===== src/rtl/fql_pkg.sv =====
// Purpose: Constants for the quick link startup configuration loader
// Assumes: 125 MHz pclk, APB register access
// Notes: Offsets are byte addresses of aligned 32-bit words
package fql_pkg;
  // Register offsets
  localparam logic [7:0] FQL_CTRL_OFF = 8'h00;
  localparam logic [7:0] FQL_STAT_OFF = 8'h04;
  localparam logic [7:0] FQL_PHYCFG_OFF = 8'h08;
  // Switch bit positions
  localparam int FQL_SW_P1_BIT = 1;
  localparam int FQL_SW_P2_BIT = 2;
  // Status field positions
  localparam int FQL_ST_P1_EN = 0;
  localparam int FQL_ST_P2_EN = 1;
  localparam int FQL_ST_DONE = 2;
  localparam int FQL_ST_P1_CFG = 3;
  localparam int FQL_ST_P2_CFG = 4;
  localparam int FQL_ST_RUN = 5;
  // Control field positions
  localparam int FQL_CT_START = 0;
  // PHY setting word fields: bit0 autoneg off, bit1 clock master
  localparam int FQL_PC_ANEG_OFF = 0;
  localparam int FQL_PC_MASTER = 1;
  // Request words: slave is autoneg off only, master adds the role bit
  localparam logic [1:0] FQL_CFG_SLV = 2'h1;
  localparam logic [1:0] FQL_CFG_MST = 2'h3;
  // Request port codes
  localparam logic FQL_PORT_ONE = 1'b0;
  localparam logic FQL_PORT_TWO = 1'b1;
  // Last count of the synchroniser settling wait
  localparam logic [1:0] FQL_SETTLE_LAST = 2'h3;
  localparam int FQL_LOSS_MIN_MS = 400;
  localparam int FQL_LOSS_MAX_MS = 800;
  localparam int FQL_CLK_KHZ = 125000;
  localparam int FQL_LOSS_MIN_CYC = FQL_LOSS_MIN_MS * FQL_CLK_KHZ;
  // Loader states
  typedef enum logic [2:0] {
    FQL_IDLE = 3'b000,
    FQL_CAPT = 3'b001,
    FQL_SLV = 3'b010,
    FQL_MST = 3'b011,
    FQL_DONE = 3'b100
  } fql_state_t;
endpackage : fql_pkg


===== src/rtl/fql_sync.sv =====
// Purpose: Three-stage synchroniser for the option switch
// Assumes: Input is asynchronous to pclk
// Notes: Output changes once stages two and three agree
`timescale 1ns/10ps
`default_nettype none
module fql_sync #(
  parameter int W = 4
) (
  input wire logic pclk,
  input wire logic presetn,
  input wire logic [W-1:0] async_in,
  output logic [W-1:0] sync_out
);
  logic [W-1:0] s1_q, s2_q, s3_q, out_q;
  logic [W-1:0] out_d;

  // Accept each bit when last two stages agree
  always_comb begin
    out_d = out_q;
    for (int i = 0; i < W; i++) begin
      if (s2_q[i] == s3_q[i]) begin
        out_d[i] = s3_q[i];
      end
    end
  end

  // Shift chain
  always_ff @(posedge pclk or negedge presetn) begin
    if (!presetn) begin
      s1_q <= '0;
      s2_q <= '0;
      s3_q <= '0;
      out_q <= '0;
    end else begin
      s1_q <= async_in;
      s2_q <= s1_q;
      s3_q <= s2_q;
      out_q <= out_d;
    end
  end

  assign sync_out = out_q;
endmodule : fql_sync
`default_nettype wire


===== src/rtl/fql_loader.sv =====
// Purpose: Quick link startup loader for a two-port gigabit station
// Assumes: APB slave registers, PHY settings written over a valid/ack handshake port
// Notes: Switch is captured once after reset release
//
// Summary of operation
// - Switch bit 1 enables port one
// - Switch bit 2 enables port two
// - Capture switch once at startup
// - Load PHY settings before normal operation
// - Bypass autonegotiation on enabled ports
// - Port one master, port two slave
// - Configure slave port before master port
// - Enabled port needs matching partner setting
// - Partner waits for link loss detection
`timescale 1ns/10ps
`default_nettype none
module fql_loader #(
  parameter int SW_W = 4
) (
  input wire logic pclk,
  input wire logic presetn,
  input wire logic psel,
  input wire logic penable,
  input wire logic pwrite,
  input wire logic [7:0] paddr,
  input wire logic [31:0] pwdata,
  output logic [31:0] prdata,
  output logic pready,
  output logic pslverr,
  input wire logic [SW_W-1:0] quick_link_option_switch,
  output logic phy_cfg_valid,
  output logic phy_cfg_port,
  output logic [1:0] phy_cfg_data,
  input wire logic phy_cfg_ack,
  output logic port_one_quick_link_enable,
  output logic port_two_quick_link_enable,
  output logic normal_run
);
  logic [SW_W-1:0] sw_sync;
  fql_pkg::fql_state_t st_q, st_d;
  logic p1_q, p1_d, p2_q, p2_d;
  logic cfg1_q, cfg1_d, cfg2_q, cfg2_d;
  logic vld_q, vld_d, port_q, port_d, run_q, run_d;
  logic [1:0] cdat_q, cdat_d;
  logic [1:0] wait_q, wait_d;
  logic [31:0] rd_q, rd_d;
  logic rdy_q, rdy_d, err_q, err_d;
  logic start_q, start_d;
  logic acc;

  fql_sync #(.W(SW_W)) u_sync (
    .pclk(pclk),
    .presetn(presetn),
    .async_in(quick_link_option_switch),
    .sync_out(sw_sync)
  );

  assign acc = psel && penable && !rdy_q;

  // Loader sequence and APB next state
  always_comb begin
    st_d = st_q;
    p1_d = p1_q;
    p2_d = p2_q;
    cfg1_d = cfg1_q;
    cfg2_d = cfg2_q;
    vld_d = vld_q;
    port_d = port_q;
    cdat_d = cdat_q;
    run_d = run_q;
    wait_d = wait_q;
    start_d = start_q;
    rd_d = rd_q;
    rdy_d = 1'b0;
    err_d = 1'b0;
    case (st_q)
      fql_pkg::FQL_IDLE: begin
        // Let synchroniser settle before capture
        if (wait_q == fql_pkg::FQL_SETTLE_LAST) begin
          st_d = fql_pkg::FQL_CAPT;
        end else begin
          wait_d = wait_q + 2'h1;
        end
      end
      fql_pkg::FQL_CAPT: begin
        p1_d = sw_sync[fql_pkg::FQL_SW_P1_BIT];
        p2_d = sw_sync[fql_pkg::FQL_SW_P2_BIT];
        st_d = fql_pkg::FQL_SLV;
      end
      fql_pkg::FQL_SLV: begin
        if (!p2_q) begin
          st_d = fql_pkg::FQL_MST;
        end else if (vld_q && phy_cfg_ack) begin
          vld_d = 1'b0;
          cfg2_d = 1'b1;
          st_d = fql_pkg::FQL_MST;
        end else if (!vld_q) begin
          vld_d = 1'b1;
          port_d = fql_pkg::FQL_PORT_TWO;
          cdat_d = fql_pkg::FQL_CFG_SLV;
        end
      end
      fql_pkg::FQL_MST: begin
        if (!p1_q) begin
          st_d = fql_pkg::FQL_DONE;
        end else if (vld_q && phy_cfg_ack) begin
          vld_d = 1'b0;
          cfg1_d = 1'b1;
          st_d = fql_pkg::FQL_DONE;
        end else if (!vld_q) begin
          vld_d = 1'b1;
          port_d = fql_pkg::FQL_PORT_ONE;
          cdat_d = fql_pkg::FQL_CFG_MST;
        end
      end
      fql_pkg::FQL_DONE: begin
        // Run only after loading, on software start
        if (start_q) begin
          run_d = 1'b1;
        end
      end
      default: begin
        st_d = fql_pkg::FQL_IDLE;
      end
    endcase
    // APB access, one wait state
    if (acc) begin
      rdy_d = 1'b1;
      rd_d = '0;
      case (paddr)
        fql_pkg::FQL_CTRL_OFF: begin
          rd_d[fql_pkg::FQL_CT_START] = start_q;
        end
        fql_pkg::FQL_STAT_OFF: begin
          rd_d[fql_pkg::FQL_ST_P1_EN] = p1_q;
          rd_d[fql_pkg::FQL_ST_P2_EN] = p2_q;
          rd_d[fql_pkg::FQL_ST_DONE] = (st_q == fql_pkg::FQL_DONE);
          rd_d[fql_pkg::FQL_ST_P1_CFG] = cfg1_q;
          rd_d[fql_pkg::FQL_ST_P2_CFG] = cfg2_q;
          rd_d[fql_pkg::FQL_ST_RUN] = run_q;
        end
        fql_pkg::FQL_PHYCFG_OFF: begin
          rd_d[fql_pkg::FQL_PC_ANEG_OFF] = cdat_q[fql_pkg::FQL_PC_ANEG_OFF];
          rd_d[fql_pkg::FQL_PC_MASTER] = cdat_q[fql_pkg::FQL_PC_MASTER];
        end
        default: begin
          err_d = 1'b1;
        end
      endcase
    end
    // Write lands at the edge where pready is seen high
    if (psel && penable && rdy_q && pwrite && (paddr == fql_pkg::FQL_CTRL_OFF)) begin
      start_d = pwdata[fql_pkg::FQL_CT_START];
    end
  end

  // State registers
  always_ff @(posedge pclk or negedge presetn) begin
    if (!presetn) begin
      st_q <= fql_pkg::FQL_IDLE;
      p1_q <= 1'b0;
      p2_q <= 1'b0;
      cfg1_q <= 1'b0;
      cfg2_q <= 1'b0;
      vld_q <= 1'b0;
      port_q <= 1'b0;
      cdat_q <= 2'h0;
      run_q <= 1'b0;
      wait_q <= 2'h0;
      start_q <= 1'b0;
      rd_q <= 32'h0;
      rdy_q <= 1'b0;
      err_q <= 1'b0;
    end else begin
      st_q <= st_d;
      p1_q <= p1_d;
      p2_q <= p2_d;
      cfg1_q <= cfg1_d;
      cfg2_q <= cfg2_d;
      vld_q <= vld_d;
      port_q <= port_d;
      cdat_q <= cdat_d;
      run_q <= run_d;
      wait_q <= wait_d;
      start_q <= start_d;
      rd_q <= rd_d;
      rdy_q <= rdy_d;
      err_q <= err_d;
    end
  end

  // Outputs straight from registers
  assign prdata = rd_q;
  assign pready = rdy_q;
  assign pslverr = err_q;
  assign phy_cfg_valid = vld_q;
  assign phy_cfg_port = port_q;
  assign phy_cfg_data = cdat_q;
  assign port_one_quick_link_enable = p1_q;
  assign port_two_quick_link_enable = p2_q;
  assign normal_run = run_q;

  AST_FROZEN: assert property (@(posedge pclk) disable iff (!presetn)
    (st_q != fql_pkg::FQL_IDLE && st_q != fql_pkg::FQL_CAPT) |=> $stable(p1_q) && $stable(p2_q))
    else $error("enable changed after capture");
  AST_P1_BIT: assert property (@(posedge pclk) disable iff (!presetn)
    st_q == fql_pkg::FQL_CAPT |=> p1_q == $past(sw_sync[fql_pkg::FQL_SW_P1_BIT]))
    else $error("port one enable wrong");
  AST_P2_BIT: assert property (@(posedge pclk) disable iff (!presetn)
    st_q == fql_pkg::FQL_CAPT |=> p2_q == $past(sw_sync[fql_pkg::FQL_SW_P2_BIT]))
    else $error("port two enable wrong");
  AST_ORDER: assert property (@(posedge pclk) disable iff (!presetn)
    (vld_q && !port_q) |-> (cfg2_q || !p2_q))
    else $error("master configured before slave");
  AST_ROLE: assert property (@(posedge pclk) disable iff (!presetn)
    vld_q |-> cdat_q[fql_pkg::FQL_PC_MASTER] == (port_q == fql_pkg::FQL_PORT_ONE))
    else $error("wrong clock role");
  AST_ANEG: assert property (@(posedge pclk) disable iff (!presetn)
    vld_q |-> cdat_q[fql_pkg::FQL_PC_ANEG_OFF])
    else $error("autonegotiation not bypassed");
  AST_RUN: assert property (@(posedge pclk) disable iff (!presetn)
    run_q |-> (st_q == fql_pkg::FQL_DONE && cfg1_q == p1_q && cfg2_q == p2_q))
    else $error("run before settings loaded");
  AST_NOLOAD: assert property (@(posedge pclk) disable iff (!presetn)
    (st_q == fql_pkg::FQL_SLV && !p2_q) |=> st_q == fql_pkg::FQL_MST && !vld_q)
    else $error("disabled port loaded");
endmodule : fql_loader
`default_nettype wire


===== config.mk =====
export PLATFORM = sky130hd
export DESIGN_NAME = fql_loader
export DESIGN_NICKNAME = d
export VERILOG_FILES = /design/src/rtl/fql_pkg.sv /design/src/rtl/fql_sync.sv /design/src/rtl/fql_loader.sv
export SDC_FILE = /design/constraint.sdc
export NUM_CORES = 1
export LEC_CHECK = 0
export CELL_PAD_IN_SITES_DETAIL_PLACEMENT = 1
export CELL_PAD_IN_SITES_GLOBAL_PLACEMENT = 1
export CORE_MARGIN = 2
export CORE_UTILIZATION = 40
export DETAILED_ROUTE_END_ITERATION = 8
export DONT_BUFFER_PORTS = 1
export GPL_TIMING_DRIVEN = 1
export PLACE_DENSITY_LB_ADDON = 0.1
export SYNTH_ARGS = -nofsm -noshare
export SYNTH_HDL_FRONTEND = slang
export SYNTH_SLANG_ARGS = --single-unit

===== constraint.sdc =====
create_clock -name pclk -period 1.5 [get_ports pclk]
set_clock_uncertainty 0.15 [all_clocks]
set_input_delay 0.15 -clock pclk [delete_from_list [all_inputs] [get_ports pclk]]
set_output_delay 0.15 -clock pclk [all_outputs]
set_load 0.01 [all_outputs]

==> flow_summary.json <==
{
  "status": "complete, but fails checks",
  "violations": "negative hold slack",
  "pwr-share-seq": 0.486,
  "synthMuxAreaShare": 0.0433,
  "synth_cell_types": 35,
  "p_sw_frac": 0.343,
  "vias": 971,
  "hold_path.class": "input pin to flip-flop",
  "synth_top_family_by_area": "buffers and inverters",
  "grt.total_usage": 0.145,
  "combPwrFrac": 0.278,
  "reg2reg_slack_ps": 40,
  "postRouteAntennaNets": 0,
  "timing.max_cap.violations": 0,
  "hpwl_mm": 2.03,
  "ys_seq_area_frac": 0.517,
  "die_y_um": 65.3,
  "fillers": 411,
  "start_util": 0.413,
  "powerDensity_nw_per_um2": 1480,
  "holdPathEnd": "pslverr",
  "grt_pass1_vias": 1002,
  "arrival_ps": 1460,
  "path_max_fanout": 2,
  "grt_pass1_wl_mm": 4.66,
  "holdPathStages": 2,
  "synth_compound_area_frac": 0.121,
  "ys_ff_latch": 31,
  "grt_setup_unrepaired": "true",
  "drt-total-wl_mm": 2.81,
  "ff2ff_path_depth": 3,
  "path_clk_slew_ps": 60,
  "fin_crit_sh": 0.975,
  "syn_area_um2": 1500,
  "antenna_found_initial": 0,
  "yosys.area_share.xor_xnor": 0.00583,
  "grt_overflow_total": 0,
  "leakage_nw": 0.778,
  "holdWs_ps": -48.1,
  "drcViolationCount": 0,
  "critical_path.endpoint_type": "flip-flop",
  "synth_fa_ha_area_frac": 0.0217,
  "yosysWarnings": 0,
  "cts_buffers": 5,
  "internal_power_w": 0.00166,
  "drive_gt1_frac": 0.179,
  "slowest_delay_ps": 400,
  "htreeDepth": 2,
  "antenna_cells": 0,
  "synthCells": 134,
  "drt_iter0_markers": 45,
  "synthArstFlopShare": 1.00,
  "final_nets": 206,
  "syn_area_per_cell_um2": 11.2,
  "cts_buffer_depth": 2,
  "synth_edf_count": 0,
  "cts_tree": "yes",
  "syn2layout_area_growth_pct": 13.7,
  "core.rowCount": 22,
  "power_frac_clock": 0.235,
  "hold_viol": 7,
  "vdd_drop_max_uv": 655,
  "ys.flop_type": "dfrtp_1",
  "dieArea_um2": 4260,
  "r2r_end": "wait_q[1]",
  "clock-root-buffer": "clkbuf_8",
  "min_from": "paddr[1]",
  "slew_violations": 0,
  "place_inst": 186,
  "cts_hold_buf": 9,
  "viasPerCell": 4.76,
  "power_w": 0.00253,
  "r2r_start": "wait_q[0]",
  "wire_per_inst_um": 13.8,
  "insertion_delay_ps": 270,
  "clkSinkCount": 31,
  "yosys.area_share.simple": 0.131,
  "critPathBufInv": 0,
  "grt_max_degree": 32,
  "critPathTopFamily": "flip-flops",
  "crit_slowest_cell": "dfrtp_1",
  "p_sw_w": 0.000867,
  "critical_path_class": "flip-flop to flip-flop",
  "layout_min_cycle_time_ps": 1460,
  "crit_chain": "ha_2 -> nor4_4 -> mux2_4",
  "port_buffers": 0,
  "setup_viol": 0,
  "finalWeightedCongestion": 0.726,
  "firstDrtPassIters": 3,
  "finalNonFillerCells": 204,
  "die_w_um": 65.3,
  "crit_path_start_kind": "flip-flop",
  "core_region_area_um2": 3630,
  "pin_count": 91,
  "fmax_mhz": 684,
  "worstPathRequired_ps": 1500
}
placed cells by master (no fill, tap or decap), types with 3 or more instances in the layout:
master / instances
nand2_1: 15
dfrtp_1: 29
clkbuf_8: 5
a21oi_1: 3
conb_1: 26
dlygate4sd3_1: 8
buf_4: 9
inv_1: 7
o21ai_0: 3
o31ai_1: 7
nor2_1: 3
worst max-delay path by stage:
stage | start | endpoint | cells past startpoint
final | wait_q[0] | wait_q[1] | 3
after global routing | paddr[4] | start_q | 4
after CTS | wait_q[0] | wait_q[1] | 3
after detailed placement | wait_q[0] | wait_q[1] | 3
after global placement | st_q[2] | port_one_quick_link_enable | 3
after floorplan | st_q[0] | wait_q[1] | 3
logic make-up after synthesis:
kind of cell / Yosys count
XOR/XNOR: 1
buffers and inverters: 36
multiplexers: 6
flip-flops: 31
other: 1
AND/OR/NAND/NOR: 33
AO/OA/AOI/OAI: 23
adder cells (fa/ha/maj): 3
cell type report:
class / instances / area [um2] / share of cell area
Sequential cell: 31 / 778 / 0.456
Multi-Input combinational cell: 92 / 593 / 0.348
Timing Repair Buffer: 18 / 168 / 0.0982
Inverter: 7 / 26.3 / 0.0154
Tap cell: 48 / 60.1 / 0.0352
Clock inverter: 1 / 5.00 / 0.00293
Clock buffer: 7 / 76.3 / 0.0447
metrics by stage:
step | util | setup slack, ps | area (um2) | TNS (ps) | hold slack [ps]
3_3_place_gp | 0.414 | 56.1 | 1500 | 0 | -295
2_1_floorplan | - | 80.6 | 1600 | 0 | -296
5_1_grt | 0.470 | -11.9 | 1710 | -11.9 | -36.3
3_5_place_dp | 0.414 | 34.4 | 1500 | 0 | -295
4_1_cts | 0.464 | 18.7 | 1690 | 0 | -56.9
6_report | 0.470 | 38.1 | 1710 | 0 | -48.1
power groups by stage:
stage | combinational, W | sequential, W | clock, W
floorplan | 0.000558 | 0.00115 | 0
global placement | 0.000645 | 0.00123 | 0
detailed placement | 0.000669 | 0.00124 | 0
CTS | 0.000713 | 0.00123 | 0.000627
global route | 0.000796 | 0.00126 | 0.000660
finish | 0.000704 | 0.00123 | 0.000596
sequential cells by signal, indices dropped and copies added (netlist names), 2 cells and up:
name and flops:
prdata 6, st_q 3, phy_cfg_data 2, u_sync.s1_q 2, u_sync.s2_q 2, u_sync.s3_q 2, u_sync.sync_out 2, wait_q 2
timing repair:
action	4_1_cts	5_1_grt
setup buffers	0	1
endpoints found under the hold margin	38	3
setup endpoints to repair	0	8
gates resized for setup	0	5
worst register-to-register path, cell delays in order (launching register included):
cell,delay (ps)
dfrtp_1,400
ha_2,210
nor4_4,260
mux2_4,330
routing by layer:
layer,routed length (um),part of all wire,vias to the layer above,GRT usage
met2,1520,0.54,26,0.260
met5,0,0,-,0
met1,1120,0.40,493,0.160
met4,19,0.0068,0,0.0469
met3,150,0.053,2,0.0479
li1,-,-,450,-
cell usage after synthesis, types with 2 or more instances:
library cell / number / area (um2)
nor2_1: 3 / 11.3
buf_4: 27 / 203
o21ai_0: 3 / 15.0
a2bb2oi_1: 2 / 17.5
nand2b_1: 2 / 12.5
nand2_1: 15 / 56.3
mux2_2: 3 / 33.8
o31ai_1: 7 / 52.6
nor2b_1: 2 / 12.5
a21oi_1: 3 / 15.0
nor3_1: 2 / 10.0
inv_1: 7 / 26.3
a41o_1: 2 / 20.0
dfrtp_1: 31 / 776
mux2i_1: 2 / 20.0
maj3_1: 2 / 20.0
nor4_4: 2 / 42.5
o2bb2ai_1: 2 / 17.5
Power figures use the tool's default switching activity.
